<file path="config.mk">
export PLATFORM = sky130hd
export DESIGN_NAME = homing_mode_sequencer
export DESIGN_NICKNAME = d
export VERILOG_FILES = /design/src/verilog/homing_pkg.sv /design/src/verilog/method_decoder.sv /design/src/verilog/homing_mode_sequencer.sv
export VERILOG_INCLUDE_DIRS = /design/src /design/src/verilog
export SDC_FILE = /design/constraint.sdc
export NUM_CORES = 1
export LEC_CHECK = 0
export BUFFER_PORTS_ARGS = -buffer_cell sky130_fd_sc_hd__buf_2
export CORE_MARGIN = 2
export CORE_UTILIZATION = 45
export CTS_CLUSTER_SIZE = 20
export DETAILED_ROUTE_END_ITERATION = 8
export PLACE_DENSITY = 0.72
export SLEW_MARGIN = 40
export SYNTH_ARGS = -nofsm -noshare
export SYNTH_HDL_FRONTEND = slang
export SYNTH_HIERARCHICAL = 1
export SYNTH_SLANG_ARGS = --single-unit
</file>
<file path="constraint.sdc">
create_clock -name REF_CLK_I -period 15.3 [get_ports REF_CLK_I]
set_input_delay 0.765 -clock REF_CLK_I [delete_from_list [all_inputs] [get_ports REF_CLK_I]]
set_output_delay 0.765 -clock REF_CLK_I [all_outputs]
set_load 0.02 [all_outputs]
</file>
<file path="src/verilog/homing_defines.svh">
// Purpose: Constants of the homing sequencer.
// Assumes: One 250 MHz clock, synchronous active-high reset.
// Notes: Method numbers are 8-bit two's complement values.
//
// How it works
// Homing runs only while the operating mode input holds value 6.
// Control start bit high starts homing; clearing it stops homing.
// Status bits 13/12/10 show running, interrupted, confirmed or completed.
// On error bit 13 set, bit 12 clear, bit 10 shows standstill.
// Home offset gives the distance from zero position to reference point.
// Method number picks reference event and starting direction.
// Switch search uses switch speed, index search uses zero speed.
// One acceleration value serves for starting and braking in homing.
// Running past the limit tolerance band stops the motor and faults.
// Block is detected when motor current exceeds the current threshold.
// After block detection motor keeps pushing for programmed milliseconds.
// Methods 1 to 14, 33 and 34 end on the index pulse.
// Methods 17 to 30 end on switches only, same travel as 1 to 14.
// Negative methods home on block; only the listed block methods accepted.
// Homing on block is accepted only with closed loop active.
// Method 1 uses negative limit, method 2 positive limit, then index.
// Methods 3, 4 use home switch left edge, 5, 6 right edge.
// Methods 7 to 10 watch positive limit, 11 to 14 negative limit.
// Method 17 uses negative limit, 18 positive limit, no index.
// Methods 33 and 34 reference to the next index pulse only.
// Method 35 takes present position, operation enabled not needed.
// Host must enable switch inputs before homing with switches.
// On reference event actual position is loaded with home offset.
`ifndef HOMING_DEFINES_SVH
`define HOMING_DEFINES_SVH

`define MODE_HOMING 8'h06
`define METHOD_INDEX_NEG 8'h21
`define METHOD_INDEX_POS 8'h22
`define METHOD_HERE 8'h23
`define METHOD_SWITCH_ONLY_LO 8'h11
`define METHOD_SWITCH_ONLY_HI 8'h1E
`define METHOD_NO_INDEX_SHIFT 8'h10

`define STATUS_RUNNING 3'h0
`define STATUS_STOPPED 3'h1
`define STATUS_CONFIRMED 3'h2
`define STATUS_COMPLETED 3'h3
`define STATUS_ERROR 3'h4

`define CLK_PERIOD_NS 32'h0000_0004
`define NS_PER_MS 32'h000F_4240
`define MS_CYCLES (`NS_PER_MS / `CLK_PERIOD_NS)

`endif

</file>
<file path="src/verilog/homing_pkg.sv">
// Purpose: Types shared by the homing sequencer files.
// Assumes: Nothing beyond the constants header.
// Notes: Codes are written out so traces read the same in every tool.
package homing_pkg;

    typedef enum logic [2:0] {
        ST_IDLE = 3'b000,
        ST_SEARCH = 3'b001,
        ST_PRESS = 3'b010,
        ST_INDEX = 3'b011,
        ST_SETTLE = 3'b100,
        ST_DONE = 3'b101,
        ST_ERROR = 3'b110
    } hstate_t;

    typedef enum logic [1:0] {
        REF_LIMIT = 2'b00,
        REF_HOME = 2'b01,
        REF_INDEX = 2'b10,
        REF_HERE = 2'b11
    } ref_kind_t;

endpackage

</file>
<file path="src/verilog/method_decoder.sv">
// Purpose: Turns a signed homing method number into travel settings.
// Assumes: Method is two's complement; purely combinational.
// Notes: Methods 17 to 30 fold onto 1 to 14 with the index step removed.
`timescale 1ns/1ns
`include "homing_defines.svh"

module method_decoder (
    input wire logic [7:0] method_i,
    output logic valid_o,
    output logic block_o,
    output logic use_index_o,
    output homing_pkg::ref_kind_t ref_kind_o,
    output logic limit_positive_o,
    output logic watch_limit_o,
    output logic left_edge_o
);
    import homing_pkg::*;

    logic [7:0] mag;
    logic no_index;
    logic [7:0] base;
    logic [7:0] rel;
    logic plain_ok;
    logic block_ok;

    assign block_o = method_i[7];
    assign mag = method_i[7] ? 8'(-method_i) : method_i;

    assign no_index = (mag >= `METHOD_SWITCH_ONLY_LO) && (mag <= `METHOD_SWITCH_ONLY_HI);
    assign base = no_index ? 8'(mag - `METHOD_NO_INDEX_SHIFT) : mag;
    assign rel = 8'(base - 8'h07);

    assign plain_ok = ((base >= 8'h01) && (base <= 8'h0E))
                      || (mag == `METHOD_INDEX_NEG) || (mag == `METHOD_INDEX_POS)
                      || (mag == `METHOD_HERE);
    // Block methods: -1..-2, -7..-14, -17..-18, -23..-30 only.
    assign block_ok = (mag <= `METHOD_SWITCH_ONLY_HI) && (base >= 8'h01)
                      && (base <= 8'h0E) && ((base <= 8'h02) || (base >= 8'h07));
    assign valid_o = block_o ? block_ok : plain_ok;


    assign use_index_o = !no_index && (mag != `METHOD_HERE);


    assign ref_kind_o = (mag == `METHOD_HERE) ? REF_HERE :
                        (mag >= `METHOD_INDEX_NEG) ? REF_INDEX :
                        (base <= 8'h02) ? REF_LIMIT : REF_HOME;

    // For limit methods this is the target limit, for 7..14 the reversing limit.
    assign limit_positive_o = (base == 8'h02) || ((base >= 8'h07) && (base <= 8'h0A))
                              || (mag == `METHOD_INDEX_POS); // see R16 see R18
    assign watch_limit_o = (base >= 8'h07) && (base <= 8'h0E);
    assign left_edge_o = (base <= 8'h04) || ((base >= 8'h07) && !rel[1]);

endmodule

</file>
<file path="src/verilog/homing_mode_sequencer.sv">
// Purpose: Homing operating mode: finds the reference event and loads the home offset as position.
// Assumes: All inputs synchronous to REF_CLK_I; speeds are magnitudes.
// Notes: Speed demand is signed, positive moves toward the positive limit.
`timescale 1ns/1ns
`include "homing_defines.svh"

module homing_mode_sequencer #(
    parameter int unsigned CYCLES_PER_MS = `MS_CYCLES
) (
    input wire logic REF_CLK_I,
    input wire logic RST_I,
    input wire logic [7:0] MODE_OF_OPERATION_I,
    input wire logic CONTROL_START_I,
    input wire logic OPERATION_ENABLED_I,
    input wire logic CLOSED_LOOP_I,
    input wire logic [7:0] HOMING_METHOD_I,
    input wire logic [31:0] HOME_OFFSET_I,
    input wire logic [31:0] SWITCH_SPEED_I,
    input wire logic [31:0] ZERO_SPEED_I,
    input wire logic [31:0] HOMING_ACCEL_I,
    input wire logic [31:0] LIMIT_TOLERANCE_I,
    input wire logic [15:0] BLOCK_CURRENT_I,
    input wire logic [15:0] BLOCK_TIME_MS_I,
    input wire logic [15:0] MOTOR_CURRENT_I,
    input wire logic [31:0] ACTUAL_POSITION_I,
    input wire logic MOTOR_STANDSTILL_I,
    input wire logic INDEX_PULSE_I,
    input wire logic HOME_SWITCH_I,
    input wire logic NEG_LIMIT_I,
    input wire logic POS_LIMIT_I,
    output logic signed [31:0] SPEED_DEMAND_O,
    output logic [31:0] ACCEL_O,
    output logic DRIVE_ENABLE_O,
    output logic POSITION_LOAD_O,
    output logic [31:0] POSITION_VALUE_O,
    output logic STATUS_BIT10_O,
    output logic STATUS_BIT12_O,
    output logic STATUS_BIT13_O,
    output logic FAULT_O
);
    import homing_pkg::*;

    // ----------------------------
    // Method decoding
    // ----------------------------

    logic meth_valid;
    logic meth_block;
    logic meth_index;
    ref_kind_t meth_kind;
    logic meth_limit_pos;
    logic meth_watch;
    logic meth_left;

    method_decoder decode (
        .method_i(HOMING_METHOD_I),
        .valid_o(meth_valid),
        .block_o(meth_block),
        .use_index_o(meth_index),
        .ref_kind_o(meth_kind),
        .limit_positive_o(meth_limit_pos),
        .watch_limit_o(meth_watch),
        .left_edge_o(meth_left)
    );

    // ----------------------------
    // State and history registers
    // ----------------------------

    hstate_t state;
    hstate_t next_state;
    logic dir;
    logic next_dir;
    logic start_d;
    logic home_d;
    logic index_d;
    logic limit_d;
    logic [31:0] limit_entry;
    logic [31:0] ms_div;
    logic [15:0] ms_count;
    logic [2:0] next_status;

    // ----------------------------
    // Start, abort and acceptance
    // ----------------------------

    logic mode_ok;
    logic start_req;
    logic start_rise;
    logic accepted;
    logic active;

    assign mode_ok = (MODE_OF_OPERATION_I == `MODE_HOMING);
    assign start_req = mode_ok && CONTROL_START_I;
    assign start_rise = start_req && !start_d;
    // Block homing needs closed loop; only the present-position method
    // may run without the power stage being enabled.
    assign accepted = meth_valid
                      && (!meth_block || CLOSED_LOOP_I) // see R15
                      && ((meth_kind == REF_HERE) || OPERATION_ENABLED_I);
    assign active = (state == ST_SEARCH) || (state == ST_PRESS)
                    || (state == ST_INDEX) || (state == ST_SETTLE);

    // ----------------------------
    // Reference events
    // ----------------------------

    logic home_want;
    logic home_edge;
    logic index_rise;
    logic over_current;
    logic limit_ahead;
    logic limit_any;
    logic block_reached;
    logic stop_hit;

    // Moving positive a left edge is a rising switch, moving negative a falling one.
    assign home_want = dir ^ !meth_left;
    assign home_edge = (HOME_SWITCH_I != home_d) && (HOME_SWITCH_I == home_want);
    assign index_rise = INDEX_PULSE_I && !index_d;
    assign over_current = MOTOR_CURRENT_I > BLOCK_CURRENT_I;
    assign limit_ahead = dir ? POS_LIMIT_I : NEG_LIMIT_I;
    assign limit_any = POS_LIMIT_I || NEG_LIMIT_I;
    assign block_reached = meth_block && over_current;
    // The block stands in for the limit switch in every block method.
    assign stop_hit = meth_block ? block_reached : limit_ahead;

    // ----------------------------
    // Limit tolerance band
    // ----------------------------

    logic [31:0] run_on;
    logic [31:0] run_on_mag;
    logic band_exceeded;

    // Block homing has no switches to run past, so the band does not apply.
    assign run_on = ACTUAL_POSITION_I - limit_entry;
    assign run_on_mag = run_on[31] ? 32'(-run_on) : run_on;
    assign band_exceeded = active && !meth_block && limit_any && limit_d
                           && (run_on_mag > LIMIT_TOLERANCE_I);

    // ----------------------------
    // Block pressing timer
    // ----------------------------

    logic ms_tick;
    logic press_over;

    assign ms_tick = (ms_div == 32'(CYCLES_PER_MS - 1));
    assign press_over = (ms_count >= BLOCK_TIME_MS_I);

    // ----------------------------
    // Next state
    // ----------------------------

    logic found;
    logic [31:0] next_speed_mag;
    logic moving;

    // Reference event of the switch search for the selected method.
    assign found = (meth_kind == REF_LIMIT) ? stop_hit : home_edge;

    always_comb begin
        next_state = state;
        next_dir = dir;
        unique case (state)
            ST_IDLE, ST_DONE, ST_ERROR: begin
                if (start_rise && accepted) begin
                    unique case (meth_kind)
                        REF_HERE: begin
                            next_state = ST_SETTLE;
                        end
                        REF_INDEX: begin
                            next_state = ST_INDEX;
                            next_dir = meth_limit_pos;
                        end
                        REF_LIMIT: begin
                            next_state = ST_SEARCH; // see R16
                            next_dir = meth_limit_pos;
                        end
                        REF_HOME: begin
                            next_state = ST_SEARCH;
                            // Head for the wanted edge from either side of the switch.
                            next_dir = HOME_SWITCH_I ^ meth_left;
                        end
                    endcase
                end else if (start_rise) begin
                    next_state = ST_ERROR;
                end
            end
            ST_SEARCH: begin
                if (meth_kind == REF_LIMIT && found && meth_block) begin
                    next_state = ST_PRESS;
                end else if (found) begin
                    next_state = meth_index ? ST_INDEX : ST_SETTLE; // see R12
                    if (meth_kind == REF_LIMIT) begin
                        next_dir = !dir;
                    end
                end else if (meth_kind == REF_HOME && meth_watch && stop_hit
                             && (dir == meth_limit_pos)) begin
                    next_dir = !dir;
                end
            end
            ST_PRESS: begin
                if (press_over) begin
                    next_state = meth_index ? ST_INDEX : ST_SETTLE;
                    next_dir = !dir;
                end
            end
            ST_INDEX: begin
                if (index_rise) begin
                    next_state = ST_SETTLE;
                end
            end
            ST_SETTLE: begin
                if (MOTOR_STANDSTILL_I) begin
                    next_state = ST_DONE;
                end
            end
            default: begin
                next_state = ST_IDLE;
            end
        endcase
        if (active && band_exceeded) begin
            next_state = ST_ERROR;
        end else if (active && !start_req) begin
            next_state = ST_IDLE;
        end
    end

    // ----------------------------
    // Status and drive demand
    // ----------------------------

    // The error code carries standstill in its low bit, so the motor
    // state shows live while the error stands.
    always_comb begin
        unique case (next_state)
            ST_SEARCH, ST_PRESS, ST_INDEX: next_status = `STATUS_RUNNING;
            ST_SETTLE: next_status = `STATUS_CONFIRMED;
            ST_DONE: next_status = `STATUS_COMPLETED;
            ST_ERROR: next_status = `STATUS_ERROR | {2'b00, MOTOR_STANDSTILL_I};
            default: next_status = `STATUS_STOPPED;
        endcase
    end

    assign moving = (next_state == ST_SEARCH) || (next_state == ST_PRESS)
                    || (next_state == ST_INDEX);
    assign next_speed_mag = !moving ? 32'h0000_0000 :
                            (next_state == ST_INDEX) ? ZERO_SPEED_I : SWITCH_SPEED_I;

    // ----------------------------
    // Registers
    // ----------------------------

    always_ff @(posedge REF_CLK_I) begin
        if (RST_I) begin
            state <= ST_IDLE;
            dir <= 1'b0;
        end else begin
            state <= next_state;
            dir <= next_dir;
        end
    end

    always_ff @(posedge REF_CLK_I) begin
        if (RST_I) begin
            start_d <= 1'b0;
            home_d <= 1'b0;
            index_d <= 1'b0;
            limit_d <= 1'b0;
        end else begin
            start_d <= start_req;
            home_d <= HOME_SWITCH_I;
            index_d <= INDEX_PULSE_I;
            limit_d <= limit_any;
        end
    end

    // Entry point of the band is the position when a limit first closes.
    always_ff @(posedge REF_CLK_I) begin
        if (RST_I) begin
            limit_entry <= 32'h0000_0000;
        end else if (limit_any && !limit_d) begin
            limit_entry <= ACTUAL_POSITION_I;
        end
    end

    always_ff @(posedge REF_CLK_I) begin
        if (RST_I || state != ST_PRESS || ms_tick) begin
            ms_div <= 32'h0000_0000;
        end else begin
            ms_div <= ms_div + 32'h0000_0001;
        end
    end

    always_ff @(posedge REF_CLK_I) begin
        if (RST_I || state != ST_PRESS) begin
            ms_count <= 16'h0000;
        end else if (ms_tick) begin
            ms_count <= ms_count + 16'h0001;
        end
    end

    always_ff @(posedge REF_CLK_I) begin
        if (RST_I) begin
            SPEED_DEMAND_O <= 32'sh0000_0000;
            ACCEL_O <= 32'h0000_0000;
            DRIVE_ENABLE_O <= 1'b0;
        end else begin
            SPEED_DEMAND_O <= next_dir ? $signed(next_speed_mag)
                                       : $signed(32'(-next_speed_mag));
            ACCEL_O <= HOMING_ACCEL_I;
            DRIVE_ENABLE_O <= moving;
        end
    end

    // Position is rewritten in the cycle the reference event is taken,
    // so it is applied no later than the edge on which the completed code reaches the status bits.
    always_ff @(posedge REF_CLK_I) begin
        if (RST_I) begin
            POSITION_LOAD_O <= 1'b0;
            POSITION_VALUE_O <= 32'h0000_0000;
        end else begin
            POSITION_LOAD_O <= (next_state == ST_SETTLE) && (state != ST_SETTLE);
            POSITION_VALUE_O <= HOME_OFFSET_I;
        end
    end

    always_ff @(posedge REF_CLK_I) begin
        if (RST_I) begin
            STATUS_BIT10_O <= 1'b1;
            STATUS_BIT12_O <= 1'b0;
            STATUS_BIT13_O <= 1'b0;
        end else begin
            STATUS_BIT10_O <= next_status[0];
            STATUS_BIT12_O <= next_status[1];
            STATUS_BIT13_O <= next_status[2];
        end
    end

    // Fault is sticky; a band violation in the same cycle as a new start wins.
    always_ff @(posedge REF_CLK_I) begin
        if (RST_I) begin
            FAULT_O <= 1'b0;
        end else if (active && band_exceeded) begin
            FAULT_O <= 1'b1;
        end else if (start_rise) begin
            FAULT_O <= 1'b0;
        end
    end

endmodule

</file>
==> results of run 1 <==
-- flip-flops by register name, indices dropped and copies added, names as in the netlist --
name / flops
POSITION_VALUE_O: 32
STATUS_BIT12_O: 1
ms_div: 32
FAULT_O: 1
limit_d: 1
state: 3
start_d: 1
STATUS_BIT10_O: 1
dir: 1
home_d: 1
DRIVE_ENABLE_O: 1
ms_count: 16
POSITION_LOAD_O: 1
SPEED_DEMAND_O: 32
ACCEL_O: 32
STATUS_BIT13_O: 1
limit_entry: 32
index_d: 1
-- metal layers --
metal,vias up,share of wire (%),track usage [%]
met2,451,49,43.8
met3,87,6.3,5.46
li1,6682,-,-
met5,-,0.061,0
met4,4,3.0,9.94
met1,6259,42,30.2
-- area by class of cell --
class	count	share of cell area, %
clock inverters	15	0.951
well taps	390	2.99
repair buffers	373	11.6
multi-input cells	1314	55.4
diodes	4	0.0614
clock buffers	17	2.61
inverters	137	3.15
flip-flops and latches	190	23.3
-- kinds of logic (layout without fill, tap and decap cells) --
kind of cell / after synthesis / after routing / synth area share, %
and+or+nand+nor: 690 / 690 / 27.2
AOI/OAI and AO/OA: 350 / 350 / 17.5
xor gates and xnor gates: 111 / 111 / 7.19
other: 0 / 4 / 0
buffers and inverters: 200 / 542 / 6.11
adders and majority gates: 108 / 108 / 9.97
DFF: 190 / 190 / 27.9
muxes: 55 / 55 / 4.19
-- worst reg2reg max path: cells and delay by family, from the launching register on --
family | cells | cell delay, ns
flip-flops | 1 | 0.34
XOR/XNOR | 2 | 0.32
adder cells (fa/ha/maj) | 4 | 1.33
buffers and inverters | 3 | 0.95
multiplexers | 2 | 0.64
AND/OR/NAND/NOR | 11 | 2.56
AO/OA/AOI/OAI | 10 | 2.27
-- synthesized netlist by cell type, drive strengths merged (6+ instances only) --
library cell / n / area (um2)
a211o: 8 / 71.3
o21a: 13 / 97.6
nand4b: 7 / 61.3
a21o: 12 / 90.1
nor4b: 12 / 133
nand4: 30 / 188
nand2: 151 / 574
buf: 25 / 175
nand2b: 17 / 106
or3: 38 / 253
nor2b: 85 / 532
inv: 137 / 514
o211ai: 11 / 82.6
a211oi: 24 / 225
nor3b: 10 / 85.1
xnor2: 62 / 543
nor3: 43 / 246
and2: 10 / 62.6
o31ai: 9 / 72.6
nor2: 160 / 618
and3: 15 / 93.8
a21oi: 115 / 579
xor2: 49 / 437
mux2i: 41 / 414
or4: 7 / 56.3
a32oi: 6 / 60.1
a31oi: 15 / 115
clkbuf: 38 / 144
mux2: 14 / 158
dfxtp: 190 / 3800
nand3: 48 / 245
nor4: 30 / 221
or2: 7 / 43.8
o21ai: 69 / 360
ha: 107 / 1340
o211a: 6 / 60.1
-- worst paths after layout --
path,startpoint,end,slack (ns)
setup / recovery,ACTUAL_POSITION_I[0],SPEED_DEMAND_O[16],6.65
hold / removal,limit_entry[26],limit_entry[26],0.46
setup reg to reg,limit_entry[0],SPEED_DEMAND_O[16],6.76
hold reg to reg,limit_entry[26],limit_entry[26],0.46
-- power groups by stage --
stage	clock network (mW)	registers [mW]	logic [mW]
6_report	0.451	0.559	0.977
5_1_grt	0.479	0.563	1.08
4_1_cts	0.462	0.559	0.967
3_5_place_dp	0	0.570	0.961
3_3_place_gp	0	0.570	0.945
2_1_floorplan	0	0.597	0.704
-- through the flow --
stage | util [%] | area [um2] | hold WS, ns
finish | 54.9 | 16300 | 0.456
global placement | 52.8 | 15700 | 0.442
detailed placement | 52.8 | 15700 | 0.447
CTS | 54.8 | 16300 | 0.457
global route | 54.9 | 16300 | 0.474
floorplan | - | 13600 | 0.426
==> reports/qor.yml, run 1 <==
critical_path:
  arrival_ns: 8.96
  startpoint_type: "input port"
  rr_worst_depth: 32
  worstSetupEndpointType: "flop"
  cp_num_buf_inv: 5
  crit_type: "in2reg"
  crit_required_ns: 15.61
  critical_path.top_delay_family: "simple AND/OR/NAND/NOR gates"
  critPathMaxStageDelay_ns: 0.63
  path_depth: 34
  cpMaxStageDelayCell: "buf_4"
  crit_fanout: 54
synth:
  syn-num-nets: 2078
  synth_edf_count: 0
  syn_area_um2: 13600
  async_flop_share_pct: 0
  netlist_instances: 1704
  seq_area_frac_synth_pct: 27.9
  avgSynthCellArea_um2: 8.00
  synth_cell_type_count: 104
  ys_ff_latch: 190
  ys.flop_type: "dfxtp_1"
  yosysWarnings: 6
timing:
  worst_pin_slew_ns: 0.804
  final.setup.worst_slack_ns: 6.65
  setup_viol: 0
  fmax_ghz: 0.116
  fin_worst_skew_ns: 0.0145
  min_period_over_period_pct: 56.6
  finalSetupTns_ns: 0
  rsz0062_at_grt: "no"
  worst_slew_margin_rel_pct: 46.4
  hold_viol: 0
  min_period_ns: 8.66
  drv_slew: 0
global_routing:
  track_usage_pct: 25.2
  grt_overflow: 0
  grt_pass1_wl_mm: 63.7
  grt_max_degree: 104
  grt_pass1_vias: 12800
  antenna_found_initial: 8
floorplan:
  coreArea_um2: 29700
  dieArea_um2: 31700
  io_pins: 368
  die_w_um: 178
  initial_core_util_pct: 45.9
  die_h_um: 178
  row_count: 63
power_and_ir_drop:
  share_clk_of_total_power_pct: 22.7
  intPower_mw: 1.17
  pwr-share-seq_pct: 28.1
  power.density_nw_per_um2: 122
  p_comb_share_pct: 49.2
  p_sw_share_pct: 41.3
  power_mw: 1.99
  p_leak_nw: 7.13
  switchingPower_mw: 0.820
  ir_drop_mv: 0.116
layout:
  syn_to_final_growth_pct: 19.6
  final_common_cell: "buf_2"
  nFillCells: 2810
  nets: 2407
  multi_input_area_um2: 9030
  seq_area_um2: 3800
  stdcell_count: 2440
  drive_above_1_share_pct: 23.7
  final_cell_mix: "buf_2, dfxtp_1, nor2_1"
placed_design:
  port_buffers: 367
  routabilityCongestion: 0.969
  placedCellCount: 2404
  preCtsSetupSlack_ns: 5.93
  place_hpwl_mm: 32.3
drt:
  first_pass_iters: 5
  wl_per_cell_um: 16.7
  first_iter_violations: 820
  vias_per_cell: 5.53
  final_antenna_net_count: 0
  drcViolationCount: 0
  via_count: 13500
  drt-total-wl_mm: 40.8
clock_tree:
  cts_buffers: 17
  cts.repair.resized: 0
  clock-sinks: 190
  clockRootBuffer: "clkbuf_16"
  clk_pin_slew_ns: 0.07
  h-tree-depth: 4
  clock_latency_ns: 0.46
  cts_setup_buffers: 0
  holdBufCountCts: 0
  cts_max_path_buffers: 2
  tritoncts: "done"
worst_hold_path:
  hold_path_class: "reg2reg"
  min_path_cells: 2
outcome:
  status: "finished, final reports clean"
job:
  maxCapViolCount: 0
Note: power is estimated with default switching activity, not from simulation.
==> inputs of run 2 (changes only) <==
- clock period: 15.3 -> 8.15 ns (I/O delays scaled with it)
==> run 2 against run 1 <==
Combinational power grew 90%; via count grew 0.24%; sequential power grew 88%; hold slack lost 0.28 ns; largest cell class unchanged; largest power group unchanged; highest routed layer unchanged.
==> reports/qor.yml, run 2 (synthesized netlist as in run 1, its figures left out) <==
timing:
  worst_slew_margin_rel_pct: 45.5
  hold_viol: 0
  min_period_over_period_pct: 92.8
  rsz0062_at_grt: "no"
  worst_pin_slew_ns: 0.818
  finalSetupTns_ns: 0
  min_period_ns: 7.57
  setup_viol: 0
  fmax_ghz: 0.132
  drv_slew: 0
  whs_ns: 0.171
  fin_worst_skew_ns: 0.0177
critical_path:
  critPathMaxStageDelay_ns: 0.46
  rr_worst_depth: 30
  arrival_ns: 7.86
  startpoint_type: "flop"
  r2r-start: "limit_entry[0]"
  worstSetupEndpointType: "flop"
  cpMaxStageDelayCell: "o211ai_1"
  ff2ff_setup_slack_ns: 0.58
  crit_required_ns: 8.45
  rr_endpoint: "SPEED_DEMAND_O[16]"
  crit_fanout: 8
  crit_type: "reg2reg"
layout:
  stdcell_count: 2443
  syn_to_final_growth_pct: 19.7
  nets: 2410
  drive_above_1_share_pct: 23.7
  final_cell_mix: "buf_2, dfxtp_1, nor2_1"
  final_core_utilization_pct: 54.9
  final_common_cell: "buf_2"
worst_hold_path:
  min-delay-start: "HOME_OFFSET_I[7]"
  hold_path_class: "in2reg"
  whs_endpoint: "POSITION_VALUE_O[7]"
  min_path_cells: 2
power_and_ir_drop:
  p_comb_share_pct: 49.7
  ir_drop_mv: 0.171
  pwr-share-seq_pct: 28.1
  share_clk_of_total_power_pct: 22.3
  switchingPower_mw: 1.56
  p_sw_share_pct: 41.7
  p_leak_nw: 7.13
  power.density_nw_per_um2: 229
  intPower_mw: 2.18
drt:
  wl_met1_mm: 16.8
  highest_layer: "met5"
  wl_met3_mm: 2.68
  via_count: 13500
  final_antenna_net_count: 0
  drcViolationCount: 0
  vias_per_cell: 5.53
  drt-total-wl_mm: 40.8
  met2_length_mm: 19.8
  first_iter_violations: 939
  wl_per_cell_um: 16.7
  first_pass_iters: 5
clock_tree:
  cts.repair.resized: 0
  clock_latency_ns: 0.44
  clockRootBuffer: "clkbuf_16"
  h-tree-depth: 4
  cts_buffers: 17
  tritoncts: "done"
  cts_setup_buffers: 0
  cts_max_path_buffers: 2
  holdBufCountCts: 0
  clock-sinks: 190
  clk_pin_slew_ns: 0.09
job:
  maxCapViolCount: 0
floorplan:
  row_count: 63
  die_w_um: 178
  coreArea_um2: 29700
  die_h_um: 178
  initial_core_util_pct: 45.9
  dieArea_um2: 31700
  io_pins: 368
global_routing:
  grt_overflow: 0
  grt_max_degree: 80
  grt_pass1_vias: 13000
  antenna_found_initial: 6
  track_usage_pct: 25.4
  grt_pass1_wl_mm: 64.2
outcome:
  status: "finished, final reports clean"
placed_design:
  place_hpwl_mm: 32.3
  port_buffers: 367
  routabilityCongestion: 0.996
  placedCellCount: 2407
[run 2: cell count changes in the layout (fill, tap and decap cells not counted), sizes merged]
cell,before,now
buf,373,376
clkinvlp,0,2
clkbuf,17,18
clkinv,8,6
bufinv,1,0
[run 2: worst max-delay path by stage]
| stage | endpoint | startpoint | slack (ns) |
|---|---|---|---|
| after floorplan | SPEED_DEMAND_O[24] | ACTUAL_POSITION_I[0] | 1.12 |
| after global placement | SPEED_DEMAND_O[16] | ACTUAL_POSITION_I[0] | 0.57 |
| after detailed placement | SPEED_DEMAND_O[16] | ACTUAL_POSITION_I[0] | 0.45 |
| after CTS | SPEED_DEMAND_O[16] | limit_entry[1] | 0.58 |
| after global routing | SPEED_DEMAND_O[16] | limit_entry[0] | 0.03 |
| final | SPEED_DEMAND_O[16] | limit_entry[0] | 0.58 |
[run 2: stage by stage]
| stage | cell area [um2] | setup WS [ns] | total power [mW] |
|---|---|---|---|
| after floorplan | 13600 | 1.12 | 2.44 |
| after global placement | 15700 | 0.574 | 2.87 |
| after detailed placement | 15700 | 0.450 | 2.89 |
| after CTS | 16300 | 0.584 | 3.74 |
| after global routing | 16300 | 0.0315 | 3.99 |
| final | 16300 | 0.585 | 3.74 |
[run 2: per-layer routing]
metal	vias to the layer above	track usage [%]
met5	-	0
met4	4	9.97
met3	106	5.03
met2	480	44.9
met1	6240	30.1
li1	6685	-
[run 2: power by group through the flow]
| stage | clock network (mW) | registers (mW) | logic, mW |
|---|---|---|---|
| CTS | 0.854 | 1.05 | 1.83 |
| finish | 0.832 | 1.05 | 1.86 |
| detailed placement | 0 | 1.07 | 1.82 |
| global placement | 0 | 1.07 | 1.80 |
| global route | 0.885 | 1.06 | 2.05 |
| floorplan | 0 | 1.12 | 1.32 |
[run 2: final cells by class]
type / count / area, um2
fill: 2807 / 13400
multi-input combinational: 1314 / 9010
sequential: 190 / 3800
timing repair buffer: 376 / 1910
inverter: 137 / 514
tap: 390 / 488
clock buffer: 18 / 429
clock inverter: 14 / 149
antenna: 4 / 10.0
[run 2: critical path, delay by kind of cell (launching register included)]
| family | cells | cell delay, ns |
|---|---|---|
| xor gates and xnor gates | 1 | 0.15 |
| adders and majority gates | 4 | 1.21 |
| and+or+nand+nor | 9 | 2.39 |
| buffers and inverters | 1 | 0.05 |
| muxes | 2 | 0.58 |
| AOI/OAI and AO/OA | 13 | 2.67 |
| DFF | 1 | 0.34 |
==> inputs of run 3 (changes only) <==
- CTS_BUF_LIST: unset -> sky130_fd_sc_hd__clkbuf_8 sky130_fd_sc_hd__clkbuf_16
==> run 3 against run 2 <==
Critical path depth is the same; clock-buffer cell count shrank 1; register-to-register slack is essentially flat; final area is the same; clock skew is essentially flat; first-iteration DRC count is the same; via count is essentially flat; sequential cell count is the same; setup slack lost 0.0023 ns; largest power group unchanged; wire length is essentially flat.
==> reports/qor.yml, run 3 (synthesized netlist as in run 1, its figures left out) <==
power_and_ir_drop:
  switchingPower_mw: 1.56
  intPower_mw: 2.18
  ir_drop_mv: 0.171
  share_clk_of_total_power_pct: 22.2
  pwr-share-seq_pct: 28.1
  p_comb_share_pct: 49.7
  p_sw_share_pct: 41.7
  p_leak_nw: 7.13
  power.density_nw_per_um2: 229
critical_path:
  cpMaxStageDelayCell: "o211ai_1"
  ff2ff_setup_slack_ns: 0.58
  critical_path.top_delay_family: "compound AO/OA/AOI/OAI gates"
  path_depth: 30
  cp_num_buf_inv: 1
  rr_worst_depth: 30
  crit_required_ns: 8.45
  arrival_ns: 7.86
  rr_endpoint: "SPEED_DEMAND_O[16]"
  crit_end: "SPEED_DEMAND_O[16]"
  startpoint: "limit_entry[0]"
  crit_type: "reg2reg"
  worstSetupEndpointType: "flop"
  startpoint_type: "flop"
  crit_fanout: 8
  critPathMaxStageDelay_ns: 0.46
  r2r-start: "limit_entry[0]"
drt:
  via_count: 13500
  final_antenna_net_count: 0
  first_pass_iters: 5
  vias_per_cell: 5.53
  wl_per_cell_um: 16.7
  drt-total-wl_mm: 40.8
  first_iter_violations: 939
  drcViolationCount: 0
clock_tree:
  clockRootBuffer: "clkbuf_16"
  cts_max_path_buffers: 2
  tritoncts: "done"
  cts_setup_buffers: 0
  cts_buffers: 17
  clock_latency_ns: 0.44
  clock-sinks: 190
  clk_pin_slew_ns: 0.08
  h-tree-depth: 4
global_routing:
  grt_max_degree: 80
  grt_pass1_wl_mm: 64.2
  track_usage_pct: 25.4
  grt_pass1_vias: 13000
  antenna_found_initial: 6
  grt_overflow: 0
placed_design:
  preCtsSetupSlack_ns: 0.450
  port_buffers: 367
  dpl-instance-area_um2: 15700
  place_hpwl_mm: 32.3
  placedCellCount: 2407
  routabilityCongestion: 0.996
floorplan:
  dieArea_um2: 31700
  initial_core_util_pct: 45.9
  row_count: 63
  die_w_um: 178
  die_h_um: 178
  coreArea_um2: 29700
  io_pins: 368
timing:
  final.setup.worst_slack_ns: 0.583
  finalSetupTns_ns: 0
  fmax_ghz: 0.132
  rsz0062_at_grt: "no"
  min_period_ns: 7.57
  fin_worst_skew_ns: 0.0177
  worst_slew_margin_rel_pct: 43.9
  drv_slew: 0
  worst_pin_slew_ns: 0.841
  hold_viol: 0
  min_period_over_period_pct: 92.9
  setup_viol: 0
worst_hold_path:
  hold_path_class: "in2reg"
layout:
  nets: 2410
  final_core_utilization_pct: 54.9
  stdcell_count: 2443
  syn_to_final_growth_pct: 19.7
  final_common_cell: "buf_2"
  final_cell_mix: "buf_2, dfxtp_1, nor2_1"
  nFillCells: 2807
  final_area_um2: 16300
  drive_above_1_share_pct: 23.7
job:
  maxCapViolCount: 0
outcome:
  status: "finished, final reports clean"
## run 3: changes by cell type in the layout (fill, tap and decap cells not counted), sizes merged
cell / before / now
inv: 143 / 144
clkbuf: 18 / 17
## run 3: area by class of cell
cell class / count / area [um2] / share of cell area (%)
Antenna cell: 4 / 10.0 / 0.0613
Clock buffer: 17 / 425 / 2.61
Clock inverter: 15 / 153 / 0.935
Inverter: 137 / 514 / 3.15
Multi-Input combinational cell: 1314 / 9010 / 55.2
Sequential cell: 190 / 3800 / 23.3
Tap cell: 390 / 488 / 2.99
Timing Repair Buffer: 376 / 1910 / 11.7
## run 3: what timing repair did
item | 4_1_cts | 5_1_grt
setup endpoints to repair | 0 | 1
resized for setup | 0 | 1
hold buffers | 0 | 0
## run 3: power by group through the flow
stage                     clock, mW  combinational (mW)  sequential (mW)
after floorplan                   0                1.32             1.12
after global placement            0                1.80             1.07
after detailed placement          0                1.82             1.07
after CTS                     0.853                1.83             1.05
after global routing          0.884                2.05             1.06
final                         0.831                1.86             1.05
## run 3: per-layer routing
| layer | wire length (um) | global-route usage (%) | share of wire, % | vias up |
|---|---|---|---|---|
| met5 | 23 | 0 | 0.056 | - |
| met4 | 1430 | 9.97 | 3.5 | 4 |
| met3 | 2570 | 5.03 | 6.3 | 97 |
| met2 | 19900 | 44.9 | 49 | 464 |
| met1 | 16900 | 30.1 | 41 | 6269 |
| li1 | - | - | - | 6686 |
## run 3: worst min-delay path by stage
stage / slack, ns / startpoint / cells past startpoint / endpoint
global route: 0.16 / HOMING_ACCEL_I[28] / 2 / ACCEL_O[28]
floorplan: 0.43 / ms_div[0] / 1 / ms_div[0]
finish: 0.17 / HOME_OFFSET_I[7] / 2 / POSITION_VALUE_O[7]
detailed placement: 0.45 / limit_entry[20] / 2 / limit_entry[20]
global placement: 0.44 / limit_entry[24] / 2 / limit_entry[24]
CTS: 0.16 / HOME_OFFSET_I[7] / 2 / POSITION_VALUE_O[7]
## run 3: through the flow
step                      power (mW)  hold slack [ns]
after detailed placement        2.89            0.447
final                           3.74            0.172
after global routing            3.99            0.163
after floorplan                 2.44            0.426
after CTS                       3.74            0.157
after global placement          2.87            0.441
